**src/fcor_defs.svh**
```systemverilog
/*
 * register offsets, field positions, reset values and timing figures
 * for the fan critical override and ramp block.
 * assumes a 200 MHz core clock and byte-wide registers.
 */
`ifndef FCOR_DEFS_SVH
`define FCOR_DEFS_SVH

`define FCOR_A_RAMPCFG      8'h10
`define FCOR_A_FLOOR_R1     8'h62
`define FCOR_A_LOC_R2       8'h63
`define FCOR_A_LIM_R1       8'h6A
`define FCOR_A_LIM_LOC      8'h6B
`define FCOR_A_LIM_R2       8'h6C
`define FCOR_A_HYST_R1L     8'h6D
`define FCOR_A_HYST_R2      8'h6E
`define FCOR_A_CHAIN        8'h6F
`define FCOR_A_DETECT       8'h73

`define FCOR_RST_RAMPCFG    8'h00
`define FCOR_RST_FLOOR_R1   8'h00
`define FCOR_RST_LOC_R2     8'h00
`define FCOR_RST_LIMIT      8'h64
`define FCOR_RST_HYST_R1L   8'h44
`define FCOR_RST_HYST_R2    8'h40
`define FCOR_RST_CHAIN      8'h00
`define FCOR_RST_DETECT     8'h00

`define FCOR_B_EXT          7
`define FCOR_B_FLOOR1       5
`define FCOR_B_DET_START    0
`define FCOR_B_CHAIN        0
`define FCOR_MSK_LOC_R2     8'h77
`define FCOR_MSK_HYST_R2    8'hF0
`define FCOR_MSK_CHAIN      8'h01

`define FCOR_FULL           8'hFF
`define FCOR_OFF            8'h00
`define FCOR_SLOW_MUL       4
// step interval in ticks per ramp code, code 7 first
`define FCOR_RAMP_STD       {12'h008, 12'h010, 12'h01F, 12'h02F, \
                             12'h04B, 12'h07D, 12'h0BC, 12'h177}
`define FCOR_RAMP_EXT       {12'h00B, 12'h016, 12'h02C, 12'h041, \
                             12'h068, 12'h0AE, 12'h105, 12'h20A}

`define FCOR_CLK_MHZ        200
`define FCOR_DET_TIME_US    5000
`define FCOR_TICK_TIME_NS   392157

`endif

```
**src/fcor_pkg.sv**
```systemverilog
/*
 * types of the fan critical override and ramp block.
 * assumes nothing beyond the defines header.
 */
`default_nettype none
package fcor_pkg;
    typedef struct packed {
        logic       wr;
        logic       rd;
        logic [7:0] addr;
        logic [7:0] wdata;
    } fcor_req_t;

    typedef enum logic [0:0] {
        FCOR_DET_IDLE,
        FCOR_DET_SINK
    } fcor_det_t;
endpackage
`default_nettype wire

```
**src/fcor_top.sv**
```systemverilog
/*
 * fan critical override and ramp shaping for three pwm outputs.
 * assumes temperatures, start temperatures, curve duty and minimum duty
 * come from the curve and adc logic, synchronous to clk; out n follows
 * temperature channel n (remote one, local, remote two).
 */
`default_nettype none
`include "fcor_defs.svh"

// Summary of operation
// - any channel over limit forces full duty
// - hold full until below limit minus hysteresis
// - hysteresis fields reset to four degrees
// - override ignores automatic loop configuration
// - three critical limits reset to 100 degrees
// - hysteresis nibbles in two documented registers
// - hysteresis zero removes hysteresis entirely
// - same hysteresis for fan-off and override
// - floor bit selects off or minimum duty
// - floor kept means no fan-off hysteresis; the code still applies it before dropping to minimum duty
// - per-channel slow bit ramps four times slower
// - extended bit lengthens all ramps 39.2 percent
// - remote one ramp select, eight time steps
// - local and remote two ramp selects
// - extended ramp table, slow still divides four
// - detect enables sinks, reports presence bits
// - low core supply flags and stops pin monitoring
// - supply recovery re-enables monitoring
// - chain bit enters continuity test mode
// - power-up: monitoring off, outputs full
module fcor_top
    import fcor_pkg::*;
#(
    parameter int NCH      = 3,
    parameter int DET_CYC  = `FCOR_DET_TIME_US * `FCOR_CLK_MHZ,
    parameter int TICK_CYC = `FCOR_TICK_TIME_NS * `FCOR_CLK_MHZ / 1000
)(
    input  wire logic          clk,
    input  wire logic          nrst,
    input  wire fcor_req_t     req,
    output logic [7:0]         rdata,
    input  wire logic [7:0]    temp [NCH],
    input  wire logic          temp_valid,
    input  wire logic [7:0]    start_temp [NCH],
    input  wire logic [7:0]    curve_duty [NCH],
    input  wire logic [7:0]    min_duty [NCH],
    input  wire logic          monitor_en,
    input  wire logic          core_supply_low,
    input  wire logic          alert_en,
    input  wire logic [NCH-1:0] fan_sense,
    output logic [7:0]         duty [NCH],
    output logic [NCH-1:0]     sink_en,
    output logic               supply_low_flag,
    output logic               smbalert_n,
    output logic               critical_temp_pin_mon_en,
    output logic               continuity_chain_en
);

    if (NCH != 3 || DET_CYC < 2 || TICK_CYC < 2)
        $error("fcor_top: unsupported parameters");

    ////////////////////////////////////////////////////////////////////
    // helpers

    // limit minus hysteresis, floored at zero; a zero result can never be undercut, so release is then unreachable
    function automatic logic [7:0] sub_sat(input logic [7:0] a, input logic [3:0] h);
        sub_sat = (a > {4'h0, h}) ? a - {4'h0, h} : 8'h00;
    endfunction

    // ramp step interval in ticks; tick is one 255th of 0.1 s
    function automatic logic [11:0] ramp_ticks(input logic [2:0] code, input logic ext,
                                               input logic slow);
        logic [7:0][11:0] std_t;
        logic [7:0][11:0] ext_t;
        logic [11:0]      t;
        std_t = `FCOR_RAMP_STD;
        ext_t = `FCOR_RAMP_EXT;
        t = ext ? ext_t[code] : std_t[code];
        ramp_ticks = slow ? 12'(t * `FCOR_SLOW_MUL) : t;
    endfunction

    ////////////////////////////////////////////////////////////////////
    // registers

    logic [7:0] rampcfg_r, rampcfg_nxt;
    logic [7:0] floor_r, floor_nxt;
    logic [7:0] locr2_r, locr2_nxt;
    logic [7:0] lim_r [NCH], lim_nxt [NCH];
    logic [7:0] hyst1l_r, hyst1l_nxt;
    logic [7:0] hyst2_r, hyst2_nxt;
    logic [7:0] chain_r, chain_nxt;
    logic [7:0] rdata_r, rdata_nxt;
    logic       det_go_r, det_go_nxt;
    logic [NCH-1:0] present_r, present_nxt;
    fcor_det_t  det_r, det_nxt;
    logic [31:0] det_cnt_r, det_cnt_nxt;
    logic       det_done;
    logic [3:0] hyst [NCH];
    logic [2:0] rsel [NCH];

    assign hyst[0] = hyst1l_r[7:4];
    assign hyst[1] = hyst1l_r[3:0];
    assign hyst[2] = hyst2_r[7:4];
    assign rsel[0] = floor_r[2:0];
    assign rsel[1] = locr2_r[2:0];
    assign rsel[2] = locr2_r[6:4];
    assign det_done = (det_r == FCOR_DET_SINK) && (det_cnt_r == 32'(DET_CYC - 1));

    always_comb
    begin
        rampcfg_nxt = rampcfg_r;
        floor_nxt   = floor_r;
        locr2_nxt   = locr2_r;
        lim_nxt     = lim_r;
        hyst1l_nxt  = hyst1l_r;
        hyst2_nxt   = hyst2_r;
        chain_nxt   = chain_r;
        det_go_nxt  = 1'b0;
        rdata_nxt   = rdata_r;
        if (req.wr)
        begin
            case (req.addr)
                `FCOR_A_RAMPCFG:  rampcfg_nxt = req.wdata;
                `FCOR_A_FLOOR_R1: floor_nxt   = req.wdata;
                `FCOR_A_LOC_R2:   locr2_nxt   = req.wdata & `FCOR_MSK_LOC_R2;
                `FCOR_A_LIM_R1:   lim_nxt[0]  = req.wdata;
                `FCOR_A_LIM_LOC:  lim_nxt[1]  = req.wdata;
                `FCOR_A_LIM_R2:   lim_nxt[2]  = req.wdata;
                `FCOR_A_HYST_R1L: hyst1l_nxt  = req.wdata;
                `FCOR_A_HYST_R2:  hyst2_nxt   = req.wdata & `FCOR_MSK_HYST_R2;
                `FCOR_A_CHAIN:    chain_nxt   = req.wdata & `FCOR_MSK_CHAIN;
                `FCOR_A_DETECT:   det_go_nxt  = req.wdata[`FCOR_B_DET_START];
                default: ;
            endcase
        end
        if (req.rd)
        begin
            case (req.addr)
                `FCOR_A_RAMPCFG:  rdata_nxt = rampcfg_r;
                `FCOR_A_FLOOR_R1: rdata_nxt = floor_r;
                `FCOR_A_LOC_R2:   rdata_nxt = locr2_r;
                `FCOR_A_LIM_R1:   rdata_nxt = lim_r[0];
                `FCOR_A_LIM_LOC:  rdata_nxt = lim_r[1];
                `FCOR_A_LIM_R2:   rdata_nxt = lim_r[2];
                `FCOR_A_HYST_R1L: rdata_nxt = hyst1l_r;
                `FCOR_A_HYST_R2:  rdata_nxt = hyst2_r;
                `FCOR_A_CHAIN:    rdata_nxt = chain_r;
                `FCOR_A_DETECT:   rdata_nxt = {4'h0, present_r, det_r == FCOR_DET_SINK};
                default:          rdata_nxt = 8'h00;
            endcase
        end
    end

    always_ff @(posedge clk or negedge nrst)
    begin
        if (!nrst)
        begin
            rampcfg_r <= `FCOR_RST_RAMPCFG;
            floor_r   <= `FCOR_RST_FLOOR_R1;
            locr2_r   <= `FCOR_RST_LOC_R2;
            lim_r     <= '{default: `FCOR_RST_LIMIT};
            hyst1l_r  <= `FCOR_RST_HYST_R1L;
            hyst2_r   <= `FCOR_RST_HYST_R2;
            chain_r   <= `FCOR_RST_CHAIN;
            det_go_r  <= 1'b0;
            rdata_r   <= 8'h00;
        end
        else
        begin
            rampcfg_r <= rampcfg_nxt;
            floor_r   <= floor_nxt;
            locr2_r   <= locr2_nxt;
            lim_r     <= lim_nxt;
            hyst1l_r  <= hyst1l_nxt;
            hyst2_r   <= hyst2_nxt;
            chain_r   <= chain_nxt;
            det_go_r  <= det_go_nxt;
            rdata_r   <= rdata_nxt;
        end
    end

    assign rdata = rdata_r;
    assign continuity_chain_en = chain_r[`FCOR_B_CHAIN];

    ////////////////////////////////////////////////////////////////////
    // fan presence detect

    always_comb
    begin
        det_nxt     = det_r;
        det_cnt_nxt = det_cnt_r;
        present_nxt = present_r;
        case (det_r)
            FCOR_DET_IDLE:
            begin
                det_cnt_nxt = 32'h0;
                if (det_go_r)
                    det_nxt = FCOR_DET_SINK;
            end
            FCOR_DET_SINK:
            begin
                det_cnt_nxt = det_cnt_r + 32'h1;
                if (det_done)
                begin
                    present_nxt = fan_sense;
                    det_nxt     = FCOR_DET_IDLE;
                end
            end
            default: det_nxt = FCOR_DET_IDLE;
        endcase
    end

    always_ff @(posedge clk or negedge nrst)
    begin
        if (!nrst)
        begin
            det_r     <= FCOR_DET_IDLE;
            det_cnt_r <= 32'h0;
            present_r <= '0;
        end
        else
        begin
            det_r     <= det_nxt;
            det_cnt_r <= det_cnt_nxt;
            present_r <= present_nxt;
        end
    end

    // sinks stay on for the whole window; pwm level is software's job
    assign sink_en = {NCH{det_r == FCOR_DET_SINK}};

    ////////////////////////////////////////////////////////////////////
    // core supply standby

    logic sup_r, sup_nxt;
    assign sup_nxt = core_supply_low;

    always_ff @(posedge clk or negedge nrst)
    begin
        if (!nrst)
            sup_r <= 1'b0;
        else
            sup_r <= sup_nxt;
    end

    assign supply_low_flag = sup_r;
    assign smbalert_n = !(sup_r && alert_en);
    // timer lives outside; it only loses its enable, so it keeps its count
    assign critical_temp_pin_mon_en = monitor_en && !sup_r;

    ////////////////////////////////////////////////////////////////////
    // critical override, fan-off state and ramp

    logic [NCH-1:0] crit_r, crit_nxt;
    logic [NCH-1:0] run_r, run_nxt;
    logic [7:0]     duty_r [NCH], duty_nxt [NCH];
    logic [11:0]    rcnt_r [NCH], rcnt_nxt [NCH];
    logic [7:0]     target [NCH];
    logic [31:0]    tick_cnt_r, tick_cnt_nxt;
    logic           tick, any_crit, forced;

    assign tick = (tick_cnt_r == 32'(TICK_CYC - 1));
    assign tick_cnt_nxt = tick ? 32'h0 : tick_cnt_r + 32'h1;
    assign any_crit = |crit_r;
    assign forced = any_crit || !monitor_en;

    always_comb
    begin
        crit_nxt = crit_r;
        run_nxt  = run_r;
        for (int i = 0; i < NCH; i++)
        begin
            if (temp_valid)
            begin
                if (temp[i] > lim_r[i])
                    crit_nxt[i] = 1'b1;
                else if (temp[i] < sub_sat(lim_r[i], hyst[i]))
                    crit_nxt[i] = 1'b0;
                if (temp[i] >= start_temp[i])
                    run_nxt[i] = 1'b1;
                else if (temp[i] < sub_sat(start_temp[i], hyst[i]))
                    run_nxt[i] = 1'b0;
            end
            if (!monitor_en)
            begin
                crit_nxt[i] = 1'b0;
                run_nxt[i]  = 1'b0;
            end
        end
    end

    always_comb
    begin
        for (int i = 0; i < NCH; i++)
        begin
            if (run_r[i])
                target[i] = curve_duty[i];
            else if (floor_r[`FCOR_B_FLOOR1 + i])
                target[i] = min_duty[i];
            else
                target[i] = `FCOR_OFF;
            duty_nxt[i] = duty_r[i];
            rcnt_nxt[i] = rcnt_r[i];
            if (forced)
            begin
                duty_nxt[i] = `FCOR_FULL;
                rcnt_nxt[i] = 12'h000;
            end
            else if (tick)
            begin
                if (rcnt_r[i] + 12'h001 >= ramp_ticks(rsel[i], rampcfg_r[`FCOR_B_EXT],
                                                      rampcfg_r[i]))
                begin
                    rcnt_nxt[i] = 12'h000;
                    if (duty_r[i] < target[i])
                        duty_nxt[i] = duty_r[i] + 8'h01;
                    else if (duty_r[i] > target[i])
                        duty_nxt[i] = duty_r[i] - 8'h01;
                end
                else
                    rcnt_nxt[i] = rcnt_r[i] + 12'h001;
            end
        end
    end

    always_ff @(posedge clk or negedge nrst)
    begin
        if (!nrst)
        begin
            crit_r     <= '0;
            run_r      <= '0;
            duty_r     <= '{default: `FCOR_FULL};
            rcnt_r     <= '{default: 12'h000};
            tick_cnt_r <= 32'h0;
        end
        else
        begin
            crit_r     <= crit_nxt;
            run_r      <= run_nxt;
            duty_r     <= duty_nxt;
            rcnt_r     <= rcnt_nxt;
            tick_cnt_r <= tick_cnt_nxt;
        end
    end

    assign duty = duty_r;
endmodule // fcor_top
`default_nettype wire

```
**config.mk**
```make
export PLATFORM = sky130hd
export DESIGN_NAME = fcor_top
export DESIGN_NICKNAME = d
export VERILOG_FILES = /design/src/fcor_pkg.sv /design/src/fcor_top.sv
export VERILOG_INCLUDE_DIRS = /design/src
export SDC_FILE = /design/constraint.sdc
export NUM_CORES = 1
export LEC_CHECK = 0
export BUFFER_PORTS_ARGS = -buffer_cell sky130_fd_sc_hd__buf_2
export CORE_ASPECT_RATIO = 0.6
export CORE_MARGIN = 2
export CORE_UTILIZATION = 60
export DETAILED_ROUTE_END_ITERATION = 10
export PLACE_DENSITY = 0.81
export SYNTH_ARGS = -nofsm -noshare
export SYNTH_HDL_FRONTEND = slang
export SYNTH_SLANG_ARGS = --single-unit
```
**constraint.sdc**
```tcl
create_clock -name clk -period 3.8 [get_ports clk]
set_input_delay 0.95 -clock clk [delete_from_list [all_inputs] [get_ports clk]]
set_output_delay 0.95 -clock clk [all_outputs]
set_load 0.1 [all_outputs]
```
# Word-level counts from Yosys, hierarchy flattened
# Memories as Yosys holds them, arrays and structs flattened.
# Cells that the tools add are included.
[totals] reg_bits=203 romBits=576 input_bits=123 output_inout_bits=39 n_memories=6
[memory_table] name="(no name shown)" depth=8 width=12 rd=1 rd_ports_with_merged_regs=0 write_ports=0 line="fcor_top.sv:78" source="t = ext ? ext_t[code] : std_t[code];"
[memory_table] name="(no name shown)" depth=8 width=12 rd=1 rd_ports_with_merged_regs=0 write_ports=0 line="fcor_top.sv:78"
[memory_table] name="(no name shown)" depth=8 width=12 rd=1 rd_ports_with_merged_regs=0 write_ports=0 line="fcor_top.sv:78"
[memory_table] name="(no name shown)" depth=8 width=12 rd=1 rd_ports_with_merged_regs=0 write_ports=0 line="fcor_top.sv:78"
[memory_table] name="(no name shown)" depth=8 width=12 rd=1 rd_ports_with_merged_regs=0 write_ports=0 line="fcor_top.sv:78"
[memory_table] name="(no name shown)" depth=8 width=12 rd=1 rd_ports_with_merged_regs=0 write_ports=0 line="fcor_top.sv:78"
[classes] add_sub_neg=17 order_cmp=30 eq_ne=19 n_mux=80 bitwise_logic=1 n_reduce_logical=34
[op_table] op="12-bit 2-to-1 mux" count=21
[op_table] op="8-bit 2-to-1 mux" count=27
[op_table] op="8-bit case mux with 10 select lines" count=1
[op_table] op="8-bit by 7-bit == test with 1-bit output (second input constant)" count=9
[op_table] op="8-bit less-than comparator" count=9
[op_table] op="32-bit by 1-bit adder with 32-bit output (second input constant)" count=2
[op_table] op="32-bit case mux with 2 select lines" count=1
[op_table] op="8-bit by 4-bit greater-than comparator with 1-bit output" count=6
[op_table] op="8-bit greater-than comparator" count=6
[op_table] op="8-bit by 4-bit subtractor with 8-bit output" count=6
[op_table] op="12-bit by 1-bit adder with 12-bit output (second input constant)" count=3
[op_table] op="12-bit greater-or-equal comparator" count=3
[op_table] op="32-bit by 17-bit == test with 1-bit output (second input constant)" count=1
[op_table] op="32-bit by 20-bit == test with 1-bit output (second input constant)" count=1
[op_table] op="32-bit 2-to-1 mux" count=1
[op_table] op="2-bit AND reduction" count=16
[op_table] op="1-bit 2-to-1 mux" count=28
[op_table] op="8-bit by 1-bit adder with 8-bit output (second input constant)" count=3
[op_table] op="8-bit greater-or-equal comparator" count=3
[op_table] op="8-bit by 1-bit subtractor with 8-bit output (second input constant)" count=3
[op_table] op="3-bit by 1-bit != test with 1-bit output (second input constant)" count=6
[op_table] op="3-bit by 4-bit less-than comparator with 1-bit output (second input constant)" count=3
[op_table] op="3-bit AND reduction" count=3
[op_table] op="3-bit nonzero test" count=3
[op_table] op="9 further kinds" count=16

# Logic depth before layout (Yosys ltp)
# Gate-level depths: netlist of run 1.
[depth] ltp_word=8 ltp_mapped=17 depth_no_buf=15

# Worst setup path before layout of run 1
# OpenSTA, ideal clock, no wires.
[synth_path] path_kind="input-to-reg" from="input curve_duty[9] (netlist name)" to="register duty_r, in the netlist duty[15]" setup_ns=0.075 t_arrival_ns=3.610 required_time_ns=3.725 slack_ns=0.116 stages=13 path_cell_list="a22oi_1 -> ha_1 -> nor2b_1 -> o211ai_1 -> a21boi_0 -> nand2b_1 -> ha_1 -> nand3_1 -> o211ai_1 -> o221ai_1 -> or3_1 -> a211oi_1 -> mux2i_1"
[synth_via] elab_chain_cells=6 word_cells_on_any_way=9
[synth_rtl] element="start: declaration" line="fcor_top.sv:45" source="input wire logic [7:0] curve_duty [NCH],"
[synth_rtl] element="8-bit 2-to-1 mux *" line="fcor_top.sv:296" source="if (run_r[i])"
[synth_rtl] element="8-bit less-than comparator" line="fcor_top.sv:315" source="if (duty_r[i] < target[i])"
[synth_rtl] element="8-bit 2-to-1 mux" line="fcor_top.sv:315"
[synth_rtl] element="8-bit 2-to-1 mux" line="fcor_top.sv:311" source="if (rcnt_r[i] + 12'h001 >= ramp_ticks(rsel[i], rampcfg_r[`FCOR_B_EXT],"
[synth_rtl] element="8-bit 2-to-1 mux" line="fcor_top.sv:309" source="else if (tick)"
[synth_rtl] element="8-bit 2-to-1 mux" line="fcor_top.sv:304" source="if (forced)"
[synth_rtl] element="end signal: assignment" line="fcor_top.sv:340" source="duty_r <= duty_nxt;"
[synth_rtl] element="end: declaration" line="fcor_top.sv:256" source="logic [7:0] duty_r [NCH], duty_nxt [NCH];"
# Every way passes the cells marked *; elsewhere a longest branch is shown, timed or not. The select of a mux whose other input is x is not followed.
# A chain may end at the register's enable or synchronous reset.

# Final worst setup path of run 1
[layout_path] from="register floor_r[5]" to="register duty_r, in the netlist duty[23]"
[layout_via] elab_chain_cells=7 word_cells_on_any_way=10
[layout_rtl] element="start: declaration" line="fcor_top.sv:86" source="logic [7:0] floor_r, floor_nxt;"
[layout_rtl] element="start signal: assignment" line="fcor_top.sv:159" source="floor_r <= `FCOR_RST_FLOOR_R1;"
[layout_rtl] element="start signal: assignment" line="fcor_top.sv:171" source="floor_r <= floor_nxt;"
[layout_rtl] element="8-bit 2-to-1 mux *" line="fcor_top.sv:298" source="else if (floor_r[`FCOR_B_FLOOR1 + i])"
[layout_rtl] element="8-bit 2-to-1 mux *" line="fcor_top.sv:296"
[layout_rtl] element="8-bit less-than comparator" line="fcor_top.sv:315"
[layout_rtl] element="8-bit 2-to-1 mux" line="fcor_top.sv:315"
[layout_rtl] element="8-bit 2-to-1 mux" line="fcor_top.sv:311"
[layout_rtl] element="8-bit 2-to-1 mux" line="fcor_top.sv:309"
[layout_rtl] element="8-bit 2-to-1 mux" line="fcor_top.sv:304"
# Marked as above.

==> results of run 1 <==
==> worst register-to-register path: cells and delay by family (launching register included) <==
family / cells / cell delay, ns
AO/OA/AOI/OAI: 6 / 1.19
adder cells (fa/ha/maj): 2 / 0.62
buffers and inverters: 1 / 0.16
flip-flops: 1 / 0.45
multiplexers: 1 / 0.22
AND/OR/NAND/NOR: 5 / 0.98
==> flip-flops by register name, indices dropped and copies added, names as in the netlist <==
name             cells
rcnt_r              36
duty                24
det_go_r             1
tick_cnt_r          32
hyst1l_r             8
det_r                1
run_r                3
rampcfg_r            8
det_cnt_r           32
rdata                8
crit_r               3
lim_r               24
floor_r              8
supply_low_flag      1
present_r            3
hyst2_r              4
locr2_r              6
chain_r              1
==> cell type report <==
type / instances / area [µm²]
Clock inverter: 13 / 204
Inverter: 112 / 420
Fill cell: 2078 / 8280
Multi-Input combinational cell: 1512 / 11300
Clock buffer: 25 / 581
Timing Repair Buffer: 224 / 1310
Tap cell: 367 / 459
Antenna cell: 3 / 7.51
Sequential cell: 203 / 5130
==> cell families (layout without fill, tap and decap cells) <==
group                      after synthesis  count (layout)  share of synthesized area
muxes                                   88              88                     0.0616
adders and majority gates              228             228                      0.172
other                                    0               3                          0
xor gates and xnor gates               127             127                     0.0654
DFF                                    203             203                      0.301
and+or+nand+nor                        652             652                      0.203
buffers and inverters                  174             374                     0.0398
AOI/OAI and AO/OA                      417             417                      0.157
==> cell usage in the layout (no fill, tap or decap), types with 35 or more instances in the layout <==
cell type                 count
sky130_fd_sc_hd__a21oi_1     89
sky130_fd_sc_hd__a31oi_1     35
sky130_fd_sc_hd__and2_1      35
sky130_fd_sc_hd__buf_2      160
sky130_fd_sc_hd__buf_4       61
sky130_fd_sc_hd__dfrtp_1    162
sky130_fd_sc_hd__dfstp_2     36
sky130_fd_sc_hd__ha_1       218
sky130_fd_sc_hd__inv_1      112
sky130_fd_sc_hd__mux2_2      53
sky130_fd_sc_hd__nand2_1    145
sky130_fd_sc_hd__nand3_1    106
sky130_fd_sc_hd__nor2_1      92
sky130_fd_sc_hd__nor2b_1     52
sky130_fd_sc_hd__o21ai_0    107
sky130_fd_sc_hd__or3_1       36
sky130_fd_sc_hd__xnor2_1     82
sky130_fd_sc_hd__xor2_1      45
==> worst max path at each step <==
stage	from	to	slack, ns	depth (start not counted)
6_report	floor_r[5]	duty[23]	0.12	15
3_5_place_dp	curve_duty[9]	duty[15]	-0.27	14
2_1_floorplan	curve_duty[9]	duty[15]	0.12	13
4_1_cts	locr2_r[4]	rcnt_r[5]	0.04	13
3_3_place_gp	curve_duty[17]	duty[23]	-0.06	14
5_1_grt	floor_r[6]	duty[15]	-0.006	15
==> per-stage QoR <==
| stage | cell area, µm² | cells | setup WS [ns] | utilization |
|---|---|---|---|---|
| after floorplan | 17000 | 1889 | 0.116 | - |
| after global placement | 18500 | 2416 | -0.0609 | 0.669 |
| after detailed placement | 18500 | 2416 | -0.272 | 0.669 |
| after CTS | 19300 | 2454 | 0.0363 | 0.697 |
| after global routing | 19400 | 2458 | -0.00631 | 0.701 |
| final | 19400 | 2459 | 0.116 | 0.701 |
==> layer usage <==
metal / routed length [µm] / GRT usage / vias to the layer above
met5: 89 / 0.0210 / -
met4: 823 / 0.0582 / 2
met3: 4300 / 0.0690 / 71
met2: 18800 / 0.435 / 598
met1: 22700 / 0.482 / 7371
li1: - / - / 7255
==> power by group through the flow <==
stage / Combinational [mW] / Sequential, mW / Clock, mW
finish: 1.32 / 2.29 / 2.37
floorplan: 0.857 / 2.29 / 0
detailed placement: 1.28 / 2.32 / 0
global placement: 1.22 / 2.32 / 0
global route: 1.47 / 2.29 / 2.49
CTS: 1.30 / 2.28 / 2.40
==> what timing repair did <==
action,CTS,global route
resized for setup,0,22
endpoints found under the setup margin,0,50
buffers inserted,0,2
hold buffers,0,0
==> key figures, run 1 <==
Status
  – Result of the run: completed

Drt
  – Iteration count of the initial detailed-routing pass: 6
  – Detail Route Antenna Nets: 0
  – Detailed Route WL: roughly 47000 µm
  – Via count normalized by instance count: 6.22
  – Wire per inst: ~19 µm
  – Number of vias in the routed layout: 15.3k
  – 1st-iter DRT viols: about 1.4k
  – Total DRC errors in the routed layout: 0

Clock network
  – Number of buffers created by CTS: 21
  – Maximum level of the CTS H-tree: 1
  – CTS tree: built
  – Buffers from clock root to sink, at most: 3
  – Root Driver: sky130_fd_sc_hd__clkbuf_16
  – Later-pin clock latency in the skew report: 0.53 ns
  – Clock input transition at the sequential cells of the worst setup and hold paths: approximately 0.08 ns
  – Clk sinks: between 200 and 250

Worst setup path
  – CP endpoint kind: flip-flop
  – Ordered list of cells on the worst path: nor2b_1, buf_4, a22oi_1, ha_1, nor2b_1, o211ai_1, a21boi_0, nand2b_2, ha_1, nand3_1, o211ai_1, o221ai_1, or3_1, a211oi_2, mux2i_1
  – Crit path buffers/inverters: 1
  – Data required time of the worst path: between 4 and 5 ns
  – Reg2reg setup slack: 0.12 ns
  – CP Max Fanout: 7
  – Worst r2r src: floor_r[5]
  – Data arrival time of the critical path: roughly 4.1 ns
  – Launching element type of the critical path: flip-flop
  – Critical path class: reg2reg
  – Slowest cell on the critical path: sky130_fd_sc_hd__dfrtp_1
  – Path depth of the worst reg2reg path: 15
  – Worst path top cell family by delay: compound AO/OA/AOI/OAI gates
  – Peak per-stage delay on the critical path: ~0.45 ns
  – Critical R2R Capture: duty[23]

Synthesis
  – Share of synthesized area occupied by flip-flops and latches: 0.301
  – Dominant cell type by area after synthesis: sky130_fd_sc_hd__dfrtp_1
  – Per-instance average area after synthesis: between 9 and 10 µm²
  – Most used standard cells in the synthesized netlist: 219 x sky130_fd_sc_hd__ha_1, 167 x sky130_fd_sc_hd__dfrtp_1, 145 x sky130_fd_sc_hd__nand2_1
  – Post-synthesis instance total: ~1.9k
  – Async set or reset register ratio after synthesis: 1.00
  – Top cells by area, synth: sky130_fd_sc_hd__dfrtp_1 25%, sky130_fd_sc_hd__ha_1 16%, sky130_fd_sc_hd__dfstp_2 5.6%, sky130_fd_sc_hd__xnor2_1 4.2%, sky130_fd_sc_hd__mux2_2 3.5%
  – Number of warnings reported in the yosys synthesis log: 0
  – Register bit total from synthesis: around 200
  – Synth top area share: 0.246
  – Post-synth EDFFs: 0
  – Most frequently used flop master after synthesis: sky130_fd_sc_hd__dfrtp_1
  – Number of nets in the synthesized netlist: ~2.2k
  – Most frequently used cell type in the post-synthesis netlist: sky130_fd_sc_hd__ha_1
  – Number of library cell types mapped by synthesis: 81
  – Synthesized cell area: approximately 17000 µm²

Die
  – Die H: roughly 130 µm
  – Number of placement rows: 47
  – Floorplan die width: about 220 µm
  – Die ar.: between 20000 and 30000 µm²
  – I/O pin total: 162
  – Initial core utilization: 0.614
  – Core Area: approximately 28000 µm²

Power
  – Static Leak: about 8.9 nW
  – Net switching power figure: about 1.8 mW
  – Clock group share of total power: 0.396
  – Part of the power in combinational logic: 0.221
  – Switching portion of total power: 0.298
  – Internal power: around 4.2 mW
  – Sequential share of power: 0.382
  – Total power: between 5 and 6 mW
  – Maximum vdd drop: approximately 370 µV
  – Total power density per cell area: about 310 nW/µm²

Timing
  – Final min period: ~3.7 ns
  – Period utilization: 0.969
  – Final Max Slew Viols: 0
  – Total of endpoints with negative setup slack in the final report: 0
  – Worst Tran Pin Value: 0.862 ns
  – Clock tree skew after final layout: 0.0197 ns
  – Fmax: between 200 and 300 MHz
  – Number of hold violations in the final report: 0
  – Final worst hold slack: around 0.42 ns
  – Accumulated negative setup slack: 0 ns
  – Relative slew margins: 0.421

Global routing
  – Vias in the first global route: 14.5k
  – Overall Global Routing Usage: 0.310
  – Remaining global-route overflow: 0
  – Global-route wire length before repair: between 70000 and 80000 µm
  – Maximum number of pins on one net before global-route repair: 76
  – Initial antenna violation count: 2

Finish
  – Layout overhead on the synthesized area: 14.1%
  – Fin nets: ~2.4k
  – Fraction of layout instances using a drive strength above 1: 0.192

Place
  – Routability congestion estimate from global placement: 1.01
  – Number of buffers added on ports: approximately 160
  – HPWL after detailed placement: around 36000 µm

Hold path
  – Worst hold path class: in2async

Run
  – Count of maximum capacitance violations: 0
Note: power is estimated with default switching activity, not from simulation.
==> inputs of run 2 (changes only) <==
Settings changed: ABC_CLOCK_PERIOD_IN_PS set to 3800, CTS_BUF_LIST set to sky130_fd_sc_hd__clkbuf_4 sky130_fd_sc_hd__clkbuf_8, PLACE_DENSITY 0.81 to 0.79.
==> run 2 against run 1 <==
Net effect:
- routed wire length increased by 1.9%
- die area unchanged
- power decreased by 1.5%
- critical endpoint is now rcnt_r[6]
==> key figures, run 2 (synthesis results as in run 1) <==
Timing
  – Total of endpoints with negative setup slack in the final report: 0 (unchanged)
  – Worst Tran Pin Value: 0.991 ns (+0.129 ns)
  – Final Max Slew Viols: 0 (unchanged)
  – Fmax: 281 MHz (+3.5%)
  – Period utilization: 0.937 (-0.0326)
  – Final min period: 3.56 ns (-0.124 ns)
  – Final worst hold slack: 0.382 ns (-0.0334 ns)
  – Relative slew margins: 0.334 (-0.0864)
  – Number of hold violations in the final report: 0 (unchanged)
  – Clock tree skew after final layout: 0.0290 ns (+0.00923 ns)
  – Accumulated negative setup slack: 0 ns (unchanged)

Die
  – I/O pin total: 162 (unchanged)
  – Core Area: 27700 µm² (unchanged)
  – Die ar.: 29800 µm² (unchanged)
  – Initial core utilization: 0.614 (unchanged)
  – Floorplan die width: 221 µm (unchanged)
  – Die H: 134 µm (unchanged)
  – Number of placement rows: 47 (unchanged)

Global routing
  – Vias in the first global route: 14.6k (+0.95%)
  – Global-route wire length before repair: 76700 µm (+2.1%)
  – Remaining global-route overflow: 0 (unchanged)
  – Maximum number of pins on one net before global-route repair: 67 (-12%)
  – Initial antenna violation count: 4 (+2)
  – Overall Global Routing Usage: 0.321 (+0.0111)

Drt
  – Routed wire length on met3: 4920 µm (+14%)
  – Via count normalized by instance count: 6.16 (-1.0%)
  – 1st-iter DRT viols: 1277 (-12%)
  – Detailed Route WL: 47600 µm (+1.9%)
  – Detail Route Antenna Nets: 0 (unchanged)
  – Total DRC errors in the routed layout: 0 (unchanged)
  – Highest metal layer with signal wires: met5
  – Detailed route wirelength on metal2: 19200 µm (+1.7%)
  – Iteration count of the initial detailed-routing pass: 8 (+2)
  – Wire length the detailed router placed on met1: 22700 µm (+0.13%)
  – Wire per inst: 19.1 µm (+0.78%)
  – Number of vias in the routed layout: 15.3k (+0.085%)

Clock network
  – Root Driver: sky130_fd_sc_hd__clkbuf_8
  – CTS tree: built
  – Number of buffers created by CTS: 34 (+62%)
  – Maximum level of the CTS H-tree: 2 (+1)
  – Later-pin clock latency in the skew report: 0.56 ns (+0.03 ns)
  – Buffers from clock root to sink, at most: 3 (unchanged)
  – Cts hold-fix bufs: 0 (unchanged)
  – Clk sinks: 203 (unchanged)
  – Clock input transition at the sequential cells of the worst setup and hold paths: 0.07 ns (about the same)
  – Total setup buffers inserted after CTS: 0 (unchanged)

Worst setup path
  – Critical path class: reg2reg
  – Path depth of the worst reg2reg path: 13 (-2)
  – Launching element type of the critical path: flip-flop
  – CP Max Fanout: 6 (-1)
  – Reg2reg setup slack: 0.24 ns (+0.12 ns)
  – Critical R2R Capture: rcnt_r[6]
  – CP endpoint kind: flip-flop
  – Worst r2r src: locr2_r[4]
  – Data arrival time of the critical path: 4.00 ns (-0.13 ns)
  – Data required time of the worst path: 4.24 ns (about the same)

Hold path
  – Worst hold path class: in2async

Status
  – Result of the run: completed

Finish
  – Layout Cells excl Fill: 2486 (+1.1%)
  – Number of flip-flops in the largest register: 36 (unchanged)
  – Fraction of layout instances using a drive strength above 1: 0.201 (+0.00889)
  – Fin nets: 2441 (+0.66%)
  – Most frequent standard cell in the layout excluding fill and tap cells: sky130_fd_sc_hd__ha_1
  – Top library cells by usage in the layout, fill and taps aside: 218 x sky130_fd_sc_hd__ha_1, 165 x sky130_fd_sc_hd__dfrtp_1, 160 x sky130_fd_sc_hd__buf_2, 145 x sky130_fd_sc_hd__nand2_1, 112 x sky130_fd_sc_hd__inv_1
  – Most flop-heavy register: rcnt_r
  – Layout overhead on the synthesized area: 14.2% (about the same)
  – Regs by FF count: rcnt_r (36), det_cnt_r (32), tick_cnt_r (32)

Place
  – Placed Cells incl. Taps: 2421 (+0.21%)
  – HPWL after detailed placement: 37000 µm (+2.0%)
  – Routability congestion estimate from global placement: 1.00 (-1.2%)
  – Number of buffers added on ports: 161 (unchanged)

Power
  – Total power density per cell area: 303 nW/µm² (-1.5%)
  – Maximum vdd drop: 293 µV (-20%)
  – Total power: 5.90 mW (-1.5%)
  – Static Leak: 8.99 nW (+0.49%)

Run
  – Count of maximum capacitance violations: 0 (unchanged)
run 2: how the worst max path moves through the flow:
stage | start | to | cells after the start
floorplan | curve_duty[9] | duty[15] | 13
global placement | min_duty[23] | duty[23] | 15
detailed placement | curve_duty[17] | duty[23] | 14
CTS | floor_r[7] | duty[7] | 14
global route | floor_r[5] | duty[23] | 15
finish | locr2_r[4] | rcnt_r[6] | 13
run 2: metrics by stage:
step                instance area, µm²  setup slack [ns]   util
floorplan                        17000             0.116      -
global placement                 18600            -0.140  0.670
detailed placement               18600            -0.260  0.670
CTS                              19400            0.0343  0.699
global route                     19400          -0.00451  0.701
finish                           19400             0.240  0.701
run 2: report_power, final:
group          internal, mW  switching, mW  total [mW]
combinational         0.551          0.775        1.33
clock                  1.31          0.970        2.28
sequential             2.21         0.0752        2.29
run 2: cell type report:
cell class,count,area (µm²)
multi-input combinational,1512,11300
fill,2185,8270
sequential,203,5130
timing repair buffer,227,1340
clock buffer,53,654
tap,367,459
inverter,112,420
clock inverter,9,128
antenna,3,7.51
run 2: layer usage:
layer,global-route usage,vias up
li1,-,7268
met3,0.101,61
met2,0.445,614
met4,0.0749,4
met1,0.480,7363
met5,0.0194,-
run 2: critical path, cell delays in order (launching register included):
cell and delay, ns:
sky130_fd_sc_hd__dfrtp_1 0.47, sky130_fd_sc_hd__inv_1 0.15, sky130_fd_sc_hd__ha_1 0.36, sky130_fd_sc_hd__nor2b_1 0.16
sky130_fd_sc_hd__nor3b_1 0.21, sky130_fd_sc_hd__a21oi_1 0.09, sky130_fd_sc_hd__or2_2 0.32, sky130_fd_sc_hd__ha_1 0.19
sky130_fd_sc_hd__a211oi_1 0.25, sky130_fd_sc_hd__o21ai_0 0.19, sky130_fd_sc_hd__a221oi_2 0.35, sky130_fd_sc_hd__o21ai_2 0.16
sky130_fd_sc_hd__or3_1 0.36, sky130_fd_sc_hd__a31oi_1 0.20
run 2: repair_timing:
item / CTS / global route
endpoints found under the hold margin: 0 / 0
setup endpoints to repair: 1 / 50
gates resized for setup: 1 / 18
pin swaps: 0 / 1
